$ cat src/iosad_pkg.sv
// constants and types shared by the i/o space access decode block
package iosad_pkg;

   // ---------------------------------------------------------------
   // widths and address map
   // ---------------------------------------------------------------
   localparam int unsigned ADDR_W         = 8;
   localparam int unsigned DATA_W         = 8;
   localparam int unsigned NUM_LOW        = 32;      // bit-accessible registers
   localparam int unsigned NUM_T2         = 5;       // timer 2 registers
   localparam logic [7:0]  IO_BIT_LAST    = 8'h1f;   // last bit-accessible i/o address
   localparam logic [7:0]  IO_LAST        = 8'h3f;   // last address of the i/o view
   localparam logic [7:0]  DATA_IO_OFFSET = 8'h20;   // data view = i/o address + this
   localparam logic [7:0]  EXT_FIRST      = 8'h60;   // first extended address
   localparam logic [7:0]  EXT_LAST       = 8'hff;   // last extended address

   // ---------------------------------------------------------------
   // timer 2 registers, data-space offsets
   // ---------------------------------------------------------------
   localparam logic [7:0]  T2_CONTROL_A_OFS = 8'hb0;
   localparam logic [7:0]  T2_CONTROL_B_OFS = 8'hb1;
   localparam logic [7:0]  T2_COUNT_OFS     = 8'hb2;
   localparam logic [7:0]  T2_COMPARE_A_OFS = 8'hb3;
   localparam logic [7:0]  T2_COMPARE_B_OFS = 8'hb4;
   localparam logic [2:0]  T2_CONTROL_A_IDX = 3'h0;
   localparam logic [2:0]  T2_CONTROL_B_IDX = 3'h1;
   localparam logic [7:0]  T2_RESET         = 8'h00;

   // ---------------------------------------------------------------
   // field layouts
   // ---------------------------------------------------------------
   localparam logic [7:0]  T2_CONTROL_A_MASK = 8'hf3;  // bits 3:2 reserved
   localparam logic [7:0]  T2_CONTROL_B_MASK = 8'h0f;  // 7:6 strobes, 5:4 reserved
   localparam int unsigned T2_FORCE_A_BIT    = 7;
   localparam int unsigned T2_FORCE_B_BIT    = 6;

   // ---------------------------------------------------------------
   // low bank layout
   // ---------------------------------------------------------------
   localparam logic [4:0]  FLAG_IO_ADDR = 5'h16;     // write-one-to-clear flags
   localparam logic [7:0]  LOW_RESET    = 8'h00;

   // core operations; load and store variants of each addressing form have their own code
   typedef enum logic [2:0] {
      OP_IO_READ,
      OP_IO_WRITE,
      OP_DATA_LOAD,
      OP_DATA_STORE,
      OP_SET_IO_BIT,
      OP_CLEAR_IO_BIT,
      OP_SKIP_IF_IO_BIT_SET,
      OP_SKIP_IF_IO_BIT_CLEAR
   } iosad_op_e;

endpackage

$ cat src/iosad_dec_if.sv
// decoded address information passed from the decoder to the register bank
`timescale 1ns/1ps
interface iosad_dec_if;
   import iosad_pkg::*;

   iosad_op_e   op;
   logic [7:0]  addr;
   logic        legal;      // operation may touch the address
   logic        low_hit;    // bit-accessible bank
   logic [4:0]  low_idx;
   logic        t2_hit;     // timer 2 register
   logic [2:0]  t2_idx;
   logic        is_write;
   logic        is_bit;

   modport dec (input op, addr, output legal, low_hit, low_idx, t2_hit, t2_idx,
                is_write, is_bit);
   modport bank (output op, addr, input legal, low_hit, low_idx, t2_hit, t2_idx,
                 is_write, is_bit);
endinterface

$ cat src/iosad_decode.sv
// address decoder: maps i/o and data-space views onto the register bank
`timescale 1ns/1ps
module iosad_decode
   import iosad_pkg::*;
(
   iosad_dec_if.dec d
);

   logic [7:0] data_addr;
   logic       io_view;

   // --------------------------------------------------------------
   // view translation
   // --------------------------------------------------------------
   always_comb begin
      io_view    = (d.op == OP_IO_READ) || (d.op == OP_IO_WRITE);
      d.is_bit   = (d.op == OP_SET_IO_BIT) || (d.op == OP_CLEAR_IO_BIT) ||
                   (d.op == OP_SKIP_IF_IO_BIT_SET) || (d.op == OP_SKIP_IF_IO_BIT_CLEAR);
      d.is_write = (d.op == OP_IO_WRITE) || (d.op == OP_DATA_STORE) ||
                   (d.op == OP_SET_IO_BIT) || (d.op == OP_CLEAR_IO_BIT);
      if (io_view || d.is_bit) begin
         data_addr = d.addr + DATA_IO_OFFSET;
      end else begin
         data_addr = d.addr;
      end
      if (d.is_bit) begin
         d.legal = (d.addr <= IO_BIT_LAST);
      end else if (io_view) begin
         d.legal = (d.addr <= IO_LAST);
      end else begin
         d.legal = (d.addr >= DATA_IO_OFFSET) && (d.addr <= EXT_LAST);
      end
      d.low_hit = (data_addr >= DATA_IO_OFFSET) &&
                  (data_addr <= (IO_BIT_LAST + DATA_IO_OFFSET));
      d.low_idx = 5'(data_addr - DATA_IO_OFFSET);
      d.t2_hit  = (data_addr >= T2_CONTROL_A_OFS) && (data_addr <= T2_COMPARE_B_OFS);
      d.t2_idx  = 3'(data_addr - T2_CONTROL_A_OFS);
   end

endmodule // iosad_decode

$ cat src/iosad_io_space.sv
// i/o register space: bit operations, w1c flags, i/o and data views, timer 2 regs
`timescale 1ns/1ps
module iosad_io_space
   import iosad_pkg::*;
(
   input  wire logic                      clk_sys,
   input  wire logic                      sys_rst,
   input  wire logic                      req_valid,
   input  wire iosad_op_e                 req_op,
   input  wire logic [ADDR_W-1:0]         req_addr,
   input  wire logic [2:0]                req_bit,
   input  wire logic [DATA_W-1:0]         req_wdata,
   input  wire logic [DATA_W-1:0]         flag_set,
   output logic                           rsp_valid,
   output logic [DATA_W-1:0]              rsp_rdata,
   output logic                           rsp_skip,
   output logic                           rsp_err,
   output logic [NUM_LOW*DATA_W-1:0]      low_bank_out,
   output logic [DATA_W-1:0]              timer2_control_a,
   output logic [DATA_W-1:0]              timer2_control_b,
   output logic [DATA_W-1:0]              timer2_count_value,
   output logic [DATA_W-1:0]              timer2_compare_a,
   output logic [DATA_W-1:0]              timer2_compare_b,
   output logic                           timer2_force_a,
   output logic                           timer2_force_b
);

   // --------------------------------------------------------------
   // state
   // --------------------------------------------------------------
   // bit-accessible bank and timer 2 storage with their next values
   logic [DATA_W-1:0] low_bank [NUM_LOW];
   logic [DATA_W-1:0] next_low_bank [NUM_LOW];
   logic [DATA_W-1:0] t2_bank [NUM_T2];
   logic [DATA_W-1:0] next_t2_bank [NUM_T2];
   // response and strobe next values
   logic              next_rsp_valid;
   logic [DATA_W-1:0] next_rsp_rdata;
   logic              next_rsp_skip;
   logic              next_rsp_err;
   logic              next_force_a;
   logic              next_force_b;
   // shared decode of the current request
   logic [DATA_W-1:0] bit_mask;
   logic [DATA_W-1:0] cur;
   logic              do_it;

   iosad_dec_if dec_bus ();

   // address decode of the current request
   assign dec_bus.op   = req_op;
   assign dec_bus.addr = req_addr;

   iosad_decode u_decode (
      .d (dec_bus.dec)
   );

   // --------------------------------------------------------------
   // request qualification
   // --------------------------------------------------------------
   // selected bit, permission and the value at the decoded address
   always_comb begin
      bit_mask = 8'h01 << req_bit;
      do_it    = req_valid && dec_bus.legal;
      // cur feeds reads, skip tests and single-bit read-modify-write
      if (dec_bus.low_hit) begin
         cur = low_bank[dec_bus.low_idx];
      end else if (dec_bus.t2_hit) begin
         cur = t2_bank[dec_bus.t2_idx];                        // reserved bits stored as 0
      end else begin
         cur = '0;
      end
   end

   // --------------------------------------------------------------
   // response
   // --------------------------------------------------------------
   // refused requests still answer, with the error flag and no data
   always_comb begin
      next_rsp_valid = req_valid;
      next_rsp_err   = req_valid && !dec_bus.legal;
      next_rsp_rdata = '0;
      next_rsp_skip  = 1'b0;
      if (do_it && !dec_bus.is_write) begin
         next_rsp_rdata = cur;
      end
      // single-bit tests give the skip decision
      if (do_it && (req_op == OP_SKIP_IF_IO_BIT_SET)) begin
         next_rsp_skip = |(cur & bit_mask);
      end else if (do_it && (req_op == OP_SKIP_IF_IO_BIT_CLEAR)) begin
         next_rsp_skip = ~|(cur & bit_mask);
      end
   end

   // response registers, loaded on the taking edge
   always_ff @(posedge clk_sys) begin
      if (sys_rst) begin
         rsp_valid <= 1'b0;
         rsp_rdata <= '0;
         rsp_skip  <= 1'b0;
         rsp_err   <= 1'b0;
      end else begin
         rsp_valid <= next_rsp_valid;
         rsp_rdata <= next_rsp_rdata;
         rsp_skip  <= next_rsp_skip;
         rsp_err   <= next_rsp_err;
      end
   end

   // --------------------------------------------------------------
   // bit-accessible bank
   // --------------------------------------------------------------
   // plain storage, except the flag register which clears on ones
   always_comb begin
      next_low_bank = low_bank;
      if (do_it && dec_bus.is_write && dec_bus.low_hit) begin
         if (req_op == OP_SET_IO_BIT) begin
            // a set on the flag register writes a one, clearing that flag
            if (dec_bus.low_idx == FLAG_IO_ADDR) begin
               next_low_bank[dec_bus.low_idx] = cur & ~bit_mask;
            end else begin
               next_low_bank[dec_bus.low_idx] = cur | bit_mask;
            end
         end else if (req_op == OP_CLEAR_IO_BIT) begin
            // a clear on the flag register writes a zero, so flags stay
            if (dec_bus.low_idx != FLAG_IO_ADDR) begin
               next_low_bank[dec_bus.low_idx] = cur & ~bit_mask;
            end
         end else if (dec_bus.low_idx == FLAG_IO_ADDR) begin
            next_low_bank[dec_bus.low_idx] = cur & ~req_wdata;
         end else begin
            // byte writes from the i/o and data views
            next_low_bank[dec_bus.low_idx] = req_wdata;
         end
      end
      // hardware flag events win over a clear in the same cycle
      next_low_bank[FLAG_IO_ADDR] = next_low_bank[FLAG_IO_ADDR] | flag_set;
   end

   // bank registers; unmapped addresses have no storage at all
   always_ff @(posedge clk_sys) begin
      if (sys_rst) begin
         for (int i = 0; i < NUM_LOW; i++) begin
            low_bank[i] <= LOW_RESET;
         end
      end else begin
         low_bank <= next_low_bank;
      end
   end

   // --------------------------------------------------------------
   // timer 2 registers
   // --------------------------------------------------------------
   // control registers keep only their defined bits; force bits pulse
   always_comb begin
      next_t2_bank = t2_bank;
      next_force_a = 1'b0;
      next_force_b = 1'b0;
      // count value is only stored; counting lives outside this block
      if (do_it && dec_bus.is_write && dec_bus.t2_hit) begin
         case (dec_bus.t2_idx)
            T2_CONTROL_A_IDX: begin
               next_t2_bank[dec_bus.t2_idx] = req_wdata & T2_CONTROL_A_MASK;
            end
            T2_CONTROL_B_IDX: begin
               next_t2_bank[dec_bus.t2_idx] = req_wdata & T2_CONTROL_B_MASK;
               next_force_a = req_wdata[T2_FORCE_A_BIT];       // strobe, reads zero
               next_force_b = req_wdata[T2_FORCE_B_BIT];
            end
            default: begin
               next_t2_bank[dec_bus.t2_idx] = req_wdata;
            end
         endcase
      end
   end

   // timer 2 storage and the one-cycle force strobes
   always_ff @(posedge clk_sys) begin
      if (sys_rst) begin
         for (int i = 0; i < NUM_T2; i++) begin
            t2_bank[i] <= T2_RESET;
         end
         timer2_force_a <= 1'b0;
         timer2_force_b <= 1'b0;
      end else begin
         t2_bank        <= next_t2_bank;
         timer2_force_a <= next_force_a;
         timer2_force_b <= next_force_b;
      end
   end

   // --------------------------------------------------------------
   // register outputs
   // --------------------------------------------------------------
   // flat copy of the bank for the port and timer logic
   for (genvar g = 0; g < NUM_LOW; g++) begin : g_low_out
      assign low_bank_out[g*DATA_W +: DATA_W] = low_bank[g];
   end

   // timer 2 register values toward the counting logic
   assign timer2_control_a   = t2_bank[0];
   assign timer2_control_b   = t2_bank[1];
   assign timer2_count_value = t2_bank[2];
   assign timer2_compare_a   = t2_bank[3];
   assign timer2_compare_b   = t2_bank[4];

endmodule // iosad_io_space

$ cat config.mk
export PLATFORM = sky130hd
export DESIGN_NAME = iosad_io_space
export DESIGN_NICKNAME = d
export VERILOG_FILES = /design/src/iosad_pkg.sv /design/src/iosad_dec_if.sv /design/src/iosad_decode.sv /design/src/iosad_io_space.sv
export SDC_FILE = /design/constraint.sdc
export NUM_CORES = 1
export LEC_CHECK = 0
export BUFFER_PORTS_ARGS = -buffer_cell sky130_fd_sc_hd__buf_4
export CORE_MARGIN = 4
export CORE_UTILIZATION = 35
export DETAILED_ROUTE_END_ITERATION = 16
export SLEW_MARGIN = 25
export SYNTH_ARGS = -nofsm -noshare
export SYNTH_HDL_FRONTEND = slang
export SYNTH_HIERARCHICAL = 1
export SYNTH_SLANG_ARGS = --single-unit
export TNS_END_PERCENT = 10
$ cat constraint.sdc
create_clock -name clk_sys -period 4.52 [get_ports clk_sys]
set_input_delay 0.678 -clock clk_sys [delete_from_list [all_inputs] [get_ports clk_sys]]
set_output_delay 0.678 -clock clk_sys [all_outputs]
set_load 0.01 [all_outputs]
==> impl_metrics.py, run 1 <==
metrics = {
    "pwr": {
        "sequentialPowerShare_pct": 43.2,
        "powerDensity_nw_per_um2": 322,
        "power_frac_comb_pct": 7.6,
        "netSwitchingPower_mw": 1.60,
        "internal_power_contribution_mw": 4.74,
        "power_switching_share_pct": 25.3,
        "report.power.total_mw": 6.34,
        "leakagePower_nw": 7.32,
        "clock_power_share_pct": 49.2,
        "peakVddDrop_mv": 0.208,
    },
    "detailed_routing": {
        "final_antenna_net_count": 0,
        "met1Wirelength_um": 27500,
        "wl_per_cell_um": 26.0,
        "wl_met2_um": 30000,
        "dr.first_iter.drc_count": 1550,
        "route.detailed.vias_per_inst": 5.67,
        "route.top_layer_used": "met4",
        "routed_wirelength_um": 66000,
        "total_length_of_routed_met3_wires_um": 5480,
        "detail_route.drc_violations": 0,
        "first_pass_iters": 5,
        "via_count": 14400,
    },
    "global_routing": {
        "grtUsageTotal_pct": 26.6,
        "globalRouteOverflowTotal": 0,
        "number_of_antenna_violations_at_the_first_check_in_global_routing": 0,
        "largest_net_degree_at_the_start_of_global_routing": 121,
        "grt_pass1_wl_um": 95300,
        "number_of_global_route_vias_before_repair": 13700,
    },
    "layout": {
        "num_antenna_cells": 0,
        "final_cells": 2538,
        "mostFrequentLayoutCell": "sky130_fd_sc_hd__buf_4",
        "area_growth_pct": 28.6,
        "layout.filler_cells": 4264,
        "final_core_util_pct": 45.7,
        "design_area_um2": 19700,
        "commonest_cells_after_routing_fill_and_taps_aside": "sky130_fd_sc_hd__buf_4, sky130_fd_sc_hd__nor2_1, sky130_fd_sc_hd__dfxtp_1",
        "design.final.nets": 1959,
        "layout-drive-gt1-share_pct": 34.7,
    },
    "synthesis": {
        "syn_inst": 1627,
        "syn_avg_cell_area_um2": 9.42,
        "synth_fp_nets": 1661,
        "yosysWarningCount": 6,
        "mappedNetlistArea_um2": 15300,
    },
    "worst_hold_path": {
        "timing.hold.worst.class": "input port to flip-flop",
        "worst_hold_startpoint": "flag_set[7]",
        "timing.hold.worst_path_depth": 3,
        "hold_path_end": "low_bank_out[183]",
    },
    "clock_tree": {
        "cts_repair_resized_insts": 0,
        "worst_skew_pair.late_latency_ns": 0.56,
        "htreeDepth": 2,
        "cts.hold.buffers_added": 0,
        "cts_setup_buffers": 0,
        "number_of_buffers_inserted_during_clock_tree_synthesis": 38,
        "clk_path_buf_depth": 3,
        "clk_pin_slew_worst_setup_hold_paths_ns": 0.05,
        "tritoncts": "done",
        "numClockSinks": 309,
        "clock-root-buffer": "sky130_fd_sc_hd__clkbuf_16",
    },
    "timing": {
        "fin_worst_skew_ns": 0.0195,
        "finalCriticalPeriod_ns": 3.87,
        "fin_tns_setup_ns": 0,
        "timing.max_slew.rel_slack_pct": 23.6,
        "fin_hold_ws_ns": 0.402,
        "report.final.slew_viol_count": 0,
        "timing.final.hold_violations": 0,
        "fmaxAchievable_mhz": 259,
        "setup_viol": 0,
        "timing.final.ws_setup_ns": 0.654,
        "min_period_over_period_pct": 85.5,
        "rsz0062_at_grt": "no",
        "worst_pin_slew_ns": 1.14,
    },
    "die": {
        "die_height_um": 217,
        "initial_core_util_pct": 35.5,
        "design.portCount": 342,
        "area_of_the_die_um2": 47200,
        "fp.coreArea_um2": 43200,
        "horizontal_die_dimension_um": 217,
        "placementRows": 76,
    },
    "critical_path": {
        "critical_path_class": "input port to flip-flop",
        "cp-start-kind": "input port",
        "r2r_start": "low_bank_out[117]",
        "cpPeakStageDelay_ns": 0.99,
        "r2r_cells": 9,
        "startpoint": "req_addr[1]",
        "reg2reg_setup_slack_ns": 1.32,
        "worst_ep_required_time_ns": 4.91,
        "r2r_end": "low_bank_out[29]",
        "critical_path.endpoint_type": "flip-flop",
        "worst-path-max-fanout": 37,
        "crit_top_cell": "sky130_fd_sc_hd__buf_4",
        "cp.arrival_ns": 4.26,
        "slowest_stage": "sky130_fd_sc_hd__nor4_1",
        "cp_cell_sequence": "buf_6 -> buf_4 -> mux2i_1 -> o22ai_1 -> nor4_1 -> a21oi_2 -> nor2_1 -> nand2_1 -> a22oi_2 -> buf_4 -> a211oi_1",
    },
    "status": {
        "run_status": "finished clean",
    },
    "placement": {
        "dp_hpwl_um": 49300,
        "place.port_buffers": 341,
        "dp.cells": 2470,
        "place_ws_ns": 0.196,
        "globalplace.congestion": 0.953,
        "detailed_place.area_um2": 18400,
    },
    "job": {
        "max_cap_violations": 0,
    },
}
## final cells by class
cell class	instances	area, µm²	share of cell area [%]
clock buffers	55	1090	5.55
clock inverters	13	174	0.882
inverters	6	22.5	0.114
multi-input cells	1155	8310	42.2
flip-flops and latches	309	6190	31.4
well taps	585	732	3.71
repair buffers	415	3190	16.2
## layer usage
layer | up-vias | global-route usage [%]
met2 | 689 | 42.2
met5 | - | 0
li1 | 6562 | -
met3 | 142 | 6.34
met4 | 0 | 11.2
met1 | 7010 | 34.7
## sequential cells by signal (all words and copies together), names as in the netlist, named ones only
name / count
timer2_compare_b: 6
timer2_force_b: 1
low_bank_out: 256
rsp_rdata: 8
timer2_control_a: 8
timer2_count_value: 8
timer2_force_a: 1
rsp_skip: 1
timer2_control_b: 8
rsp_valid: 1
rsp_err: 1
timer2_compare_a: 8
## power by group through the flow
stage                     Clock (mW)  Combinational (mW)  Sequential (mW)
after floorplan                    0               0.317             2.80
final                           3.12               0.480             2.74
after global placement             0               0.468             2.80
after CTS                       3.15               0.472             2.74
after global routing            3.26               0.500             2.74
after detailed placement           0               0.471             2.80
## worst max-delay path by stage
stage / slack, ns / cells past startpoint / endpoint
floorplan: 1.20 / 12 / low_bank_out[211]
CTS: 0.76 / 11 / low_bank_out[29]
global route: 0.64 / 11 / low_bank_out[197]
detailed placement: 0.20 / 11 / low_bank_out[29]
global placement: 0.24 / 11 / low_bank_out[197]
finish: 0.65 / 11 / low_bank_out[29]
## critical path: cells and delay by family
| family | cells | cell delay (ns) |
|---|---|---|
| and+or+nand+nor | 3 | 1.50 |
| buffers and inverters | 3 | 1.14 |
| AOI/OAI and AO/OA | 4 | 0.61 |
| muxes | 1 | 0.28 |
Power figures use the tool's default switching activity.
==> run 2: changes to the inputs <==
RECOVER_POWER = 50   (was default)
==> run 2 against run 1 <==
The flow now finishes with violations (capacitance limit, slew limit). Combinational power fell by 1%. Register-to-register slack barely moved. Critical path depth did not move. Core utilization fell by 2.7 points. Hold slack improved by 0.0016 ns. Non-clock buffer count did not move. Wire length rose by 0.38%. Power fell by 0.19%. Sequential share of layout area rose by 2.0 points. Final cell count barely moved. Clock skew fell by 0.00098 ns. Largest cell class unchanged.
==> impl_metrics.py, run 2 (synthesis gave the netlist of run 1 again) <==
metrics = {
    "status": {
        "run_status": "complete, but fails checks",
        "violations": "capacitance limit, slew limit",
    },
    "critical_path": {
        "reg2reg_setup_slack_ns": 1.33,
        "r2r_start": "low_bank_out[117]",
        "startpoint": "req_addr[1]",
        "r2r_cells": 9,
        "worst_ep_required_time_ns": 4.91,
        "cp.arrival_ns": 4.25,
        "cpPeakStageDelay_ns": 0.96,
        "crit_top_cell": "sky130_fd_sc_hd__buf_4",
        "critical_path.endpoint_type": "flip-flop",
        "endpoint": "low_bank_out[29]",
        "critical_path_class": "input port to flip-flop",
        "r2r_end": "low_bank_out[29]",
        "worst-path-max-fanout": 37,
        "cp-start-kind": "input port",
        "slowest_stage": "sky130_fd_sc_hd__nor4_1",
        "cp_cell_sequence": "buf_6 -> buf_4 -> mux2i_1 -> o22ai_1 -> nor4_1 -> a21oi_2 -> nor2_1 -> nand2_1 -> a22oi_2 -> buf_4 -> a211oi_1",
    },
    "die": {
        "placementRows": 76,
        "design.portCount": 342,
        "die_height_um": 217,
        "area_of_the_die_um2": 47200,
        "horizontal_die_dimension_um": 217,
        "fp.coreArea_um2": 43200,
        "initial_core_util_pct": 35.5,
    },
    "timing": {
        "report.final.slew_viol_count": 88,
        "fin_tns_setup_ns": 0,
        "worst_pin_slew_ns": 2.57,
        "min_period_over_period_pct": 85.2,
        "finalCriticalPeriod_ns": 3.85,
        "rsz0062_at_grt": "no",
        "timing.max_slew.rel_slack_pct": -71.3,
        "setup_viol": 0,
        "fin_worst_skew_ns": 0.0185,
        "fmaxAchievable_mhz": 260,
        "timing.final.hold_violations": 0,
    },
    "placement": {
        "dp_hpwl_um": 49300,
        "globalplace.congestion": 0.953,
        "detailed_place.area_um2": 18400,
        "place.port_buffers": 341,
    },
    "clock_tree": {
        "clock-root-buffer": "sky130_fd_sc_hd__clkbuf_16",
        "numClockSinks": 309,
        "clk_path_buf_depth": 3,
        "number_of_buffers_inserted_during_clock_tree_synthesis": 38,
        "cts_repair_resized_insts": 0,
        "worst_skew_pair.late_latency_ns": 0.56,
        "clk_pin_slew_worst_setup_hold_paths_ns": 0.05,
        "tritoncts": "done",
        "cts.hold.buffers_added": 0,
        "cts_setup_buffers": 0,
        "htreeDepth": 2,
    },
    "detailed_routing": {
        "dr.first_iter.drc_count": 1487,
        "route.detailed.vias_per_inst": 5.69,
        "detail_route.drc_violations": 0,
        "first_pass_iters": 5,
        "final_antenna_net_count": 0,
        "via_count": 14400,
        "routed_wirelength_um": 66300,
        "wl_per_cell_um": 26.1,
    },
    "worst_hold_path": {
        "timing.hold.worst.class": "input port to flip-flop",
        "worst_hold_startpoint": "flag_set[7]",
    },
    "pwr": {
        "power_frac_comb_pct": 7.5,
        "power_switching_share_pct": 25.2,
        "powerDensity_nw_per_um2": 341,
        "leakagePower_nw": 6.01,
        "clock_power_share_pct": 49.2,
        "peakVddDrop_mv": 0.209,
        "netSwitchingPower_mw": 1.59,
        "sequentialPowerShare_pct": 43.3,
        "internal_power_contribution_mw": 4.73,
    },
    "layout": {
        "design_area_um2": 18600,
        "largest_reg_flops": 256,
        "layout-drive-gt1-share_pct": 19.0,
        "design.final.nets": 1959,
        "layout.filler_cells": 4586,
        "area_growth_pct": 21.0,
        "mostFrequentLayoutCell": "sky130_fd_sc_hd__nor2_1",
        "commonest_cells_after_routing_fill_and_taps_aside": "sky130_fd_sc_hd__nor2_1, sky130_fd_sc_hd__clkbuf_1, sky130_fd_sc_hd__dfxtp_1",
    },
    "global_routing": {
        "number_of_global_route_vias_before_repair": 13700,
        "largest_net_degree_at_the_start_of_global_routing": 121,
        "number_of_antenna_violations_at_the_first_check_in_global_routing": 0,
        "globalRouteOverflowTotal": 0,
        "grt_pass1_wl_um": 95300,
        "grtUsageTotal_pct": 26.6,
    },
    "job": {
        "max_cap_violations": 1,
    },
}
==> run 2: how the worst min path moves through the flow <==
stage,end,slack [ns],cells after the start
3_5_place_dp,timer2_control_b[5],0.49,1
2_1_floorplan,timer2_control_b[4],0.51,1
3_3_place_gp,timer2_control_b[5],0.48,1
6_report,low_bank_out[183],0.40,3
4_1_cts,low_bank_out[179],0.38,3
5_1_grt,low_bank_out[180],0.41,3
==> run 2: per-stage QoR <==
stage                     std cells  total power [mW]  hold WS, ns  setup slack, ns  util, %
after global placement         2470              3.27        0.476            0.239     42.7
after global routing           2538              6.50        0.413            0.639     43.0
final                          2539              6.33        0.404            0.668     43.0
after detailed placement       2470              3.27        0.487            0.196     42.7
after floorplan                1627              3.12        0.509             1.20        -
after CTS                      2538              6.36        0.381            0.765     45.7
==> run 2: final cells by class <==
class                           instances  area (µm²)  share of cell area (%)
Clock buffer                           55        1090                    5.90
Clock inverter                         13         174                   0.937
Inverter                                6        22.5                   0.121
Tap cell                              585         732                    3.95
Multi-Input combinational cell       1155        8310                    44.8
Antenna cell                            1        2.50                  0.0135
Timing Repair Buffer                  415        2030                    10.9
Sequential cell                       309        6190                    33.3
==> run 2: power groups by stage <==
| stage | Clock [mW] | Combinational (mW) | Sequential (mW) |
|---|---|---|---|
| floorplan | 0 | 0.317 | 2.80 |
| global placement | 0 | 0.468 | 2.80 |
| detailed placement | 0 | 0.471 | 2.80 |
| CTS | 3.15 | 0.472 | 2.74 |
| global route | 3.26 | 0.493 | 2.74 |
| finish | 3.11 | 0.474 | 2.74 |
==> run 2: worst max-delay path: cells and delay by family <==
kind            cells  cell delay (ns)
compound gates      4             0.64
buf+inv             3             1.15
mux                 1             0.28
simple gates        3             1.47
==> run 2: routing by layer <==
metal / global-route usage [%] / up-vias / routed length, µm / part of all wire, %
li1: - / 6570 / - / -
met1: 34.7 / 7036 / 27800 / 42
met2: 42.2 / 695 / 29900 / 45
met3: 6.34 / 139 / 5610 / 8.5
met4: 11.2 / 0 / 3020 / 4.6
met5: 0 / - / 0 / 0
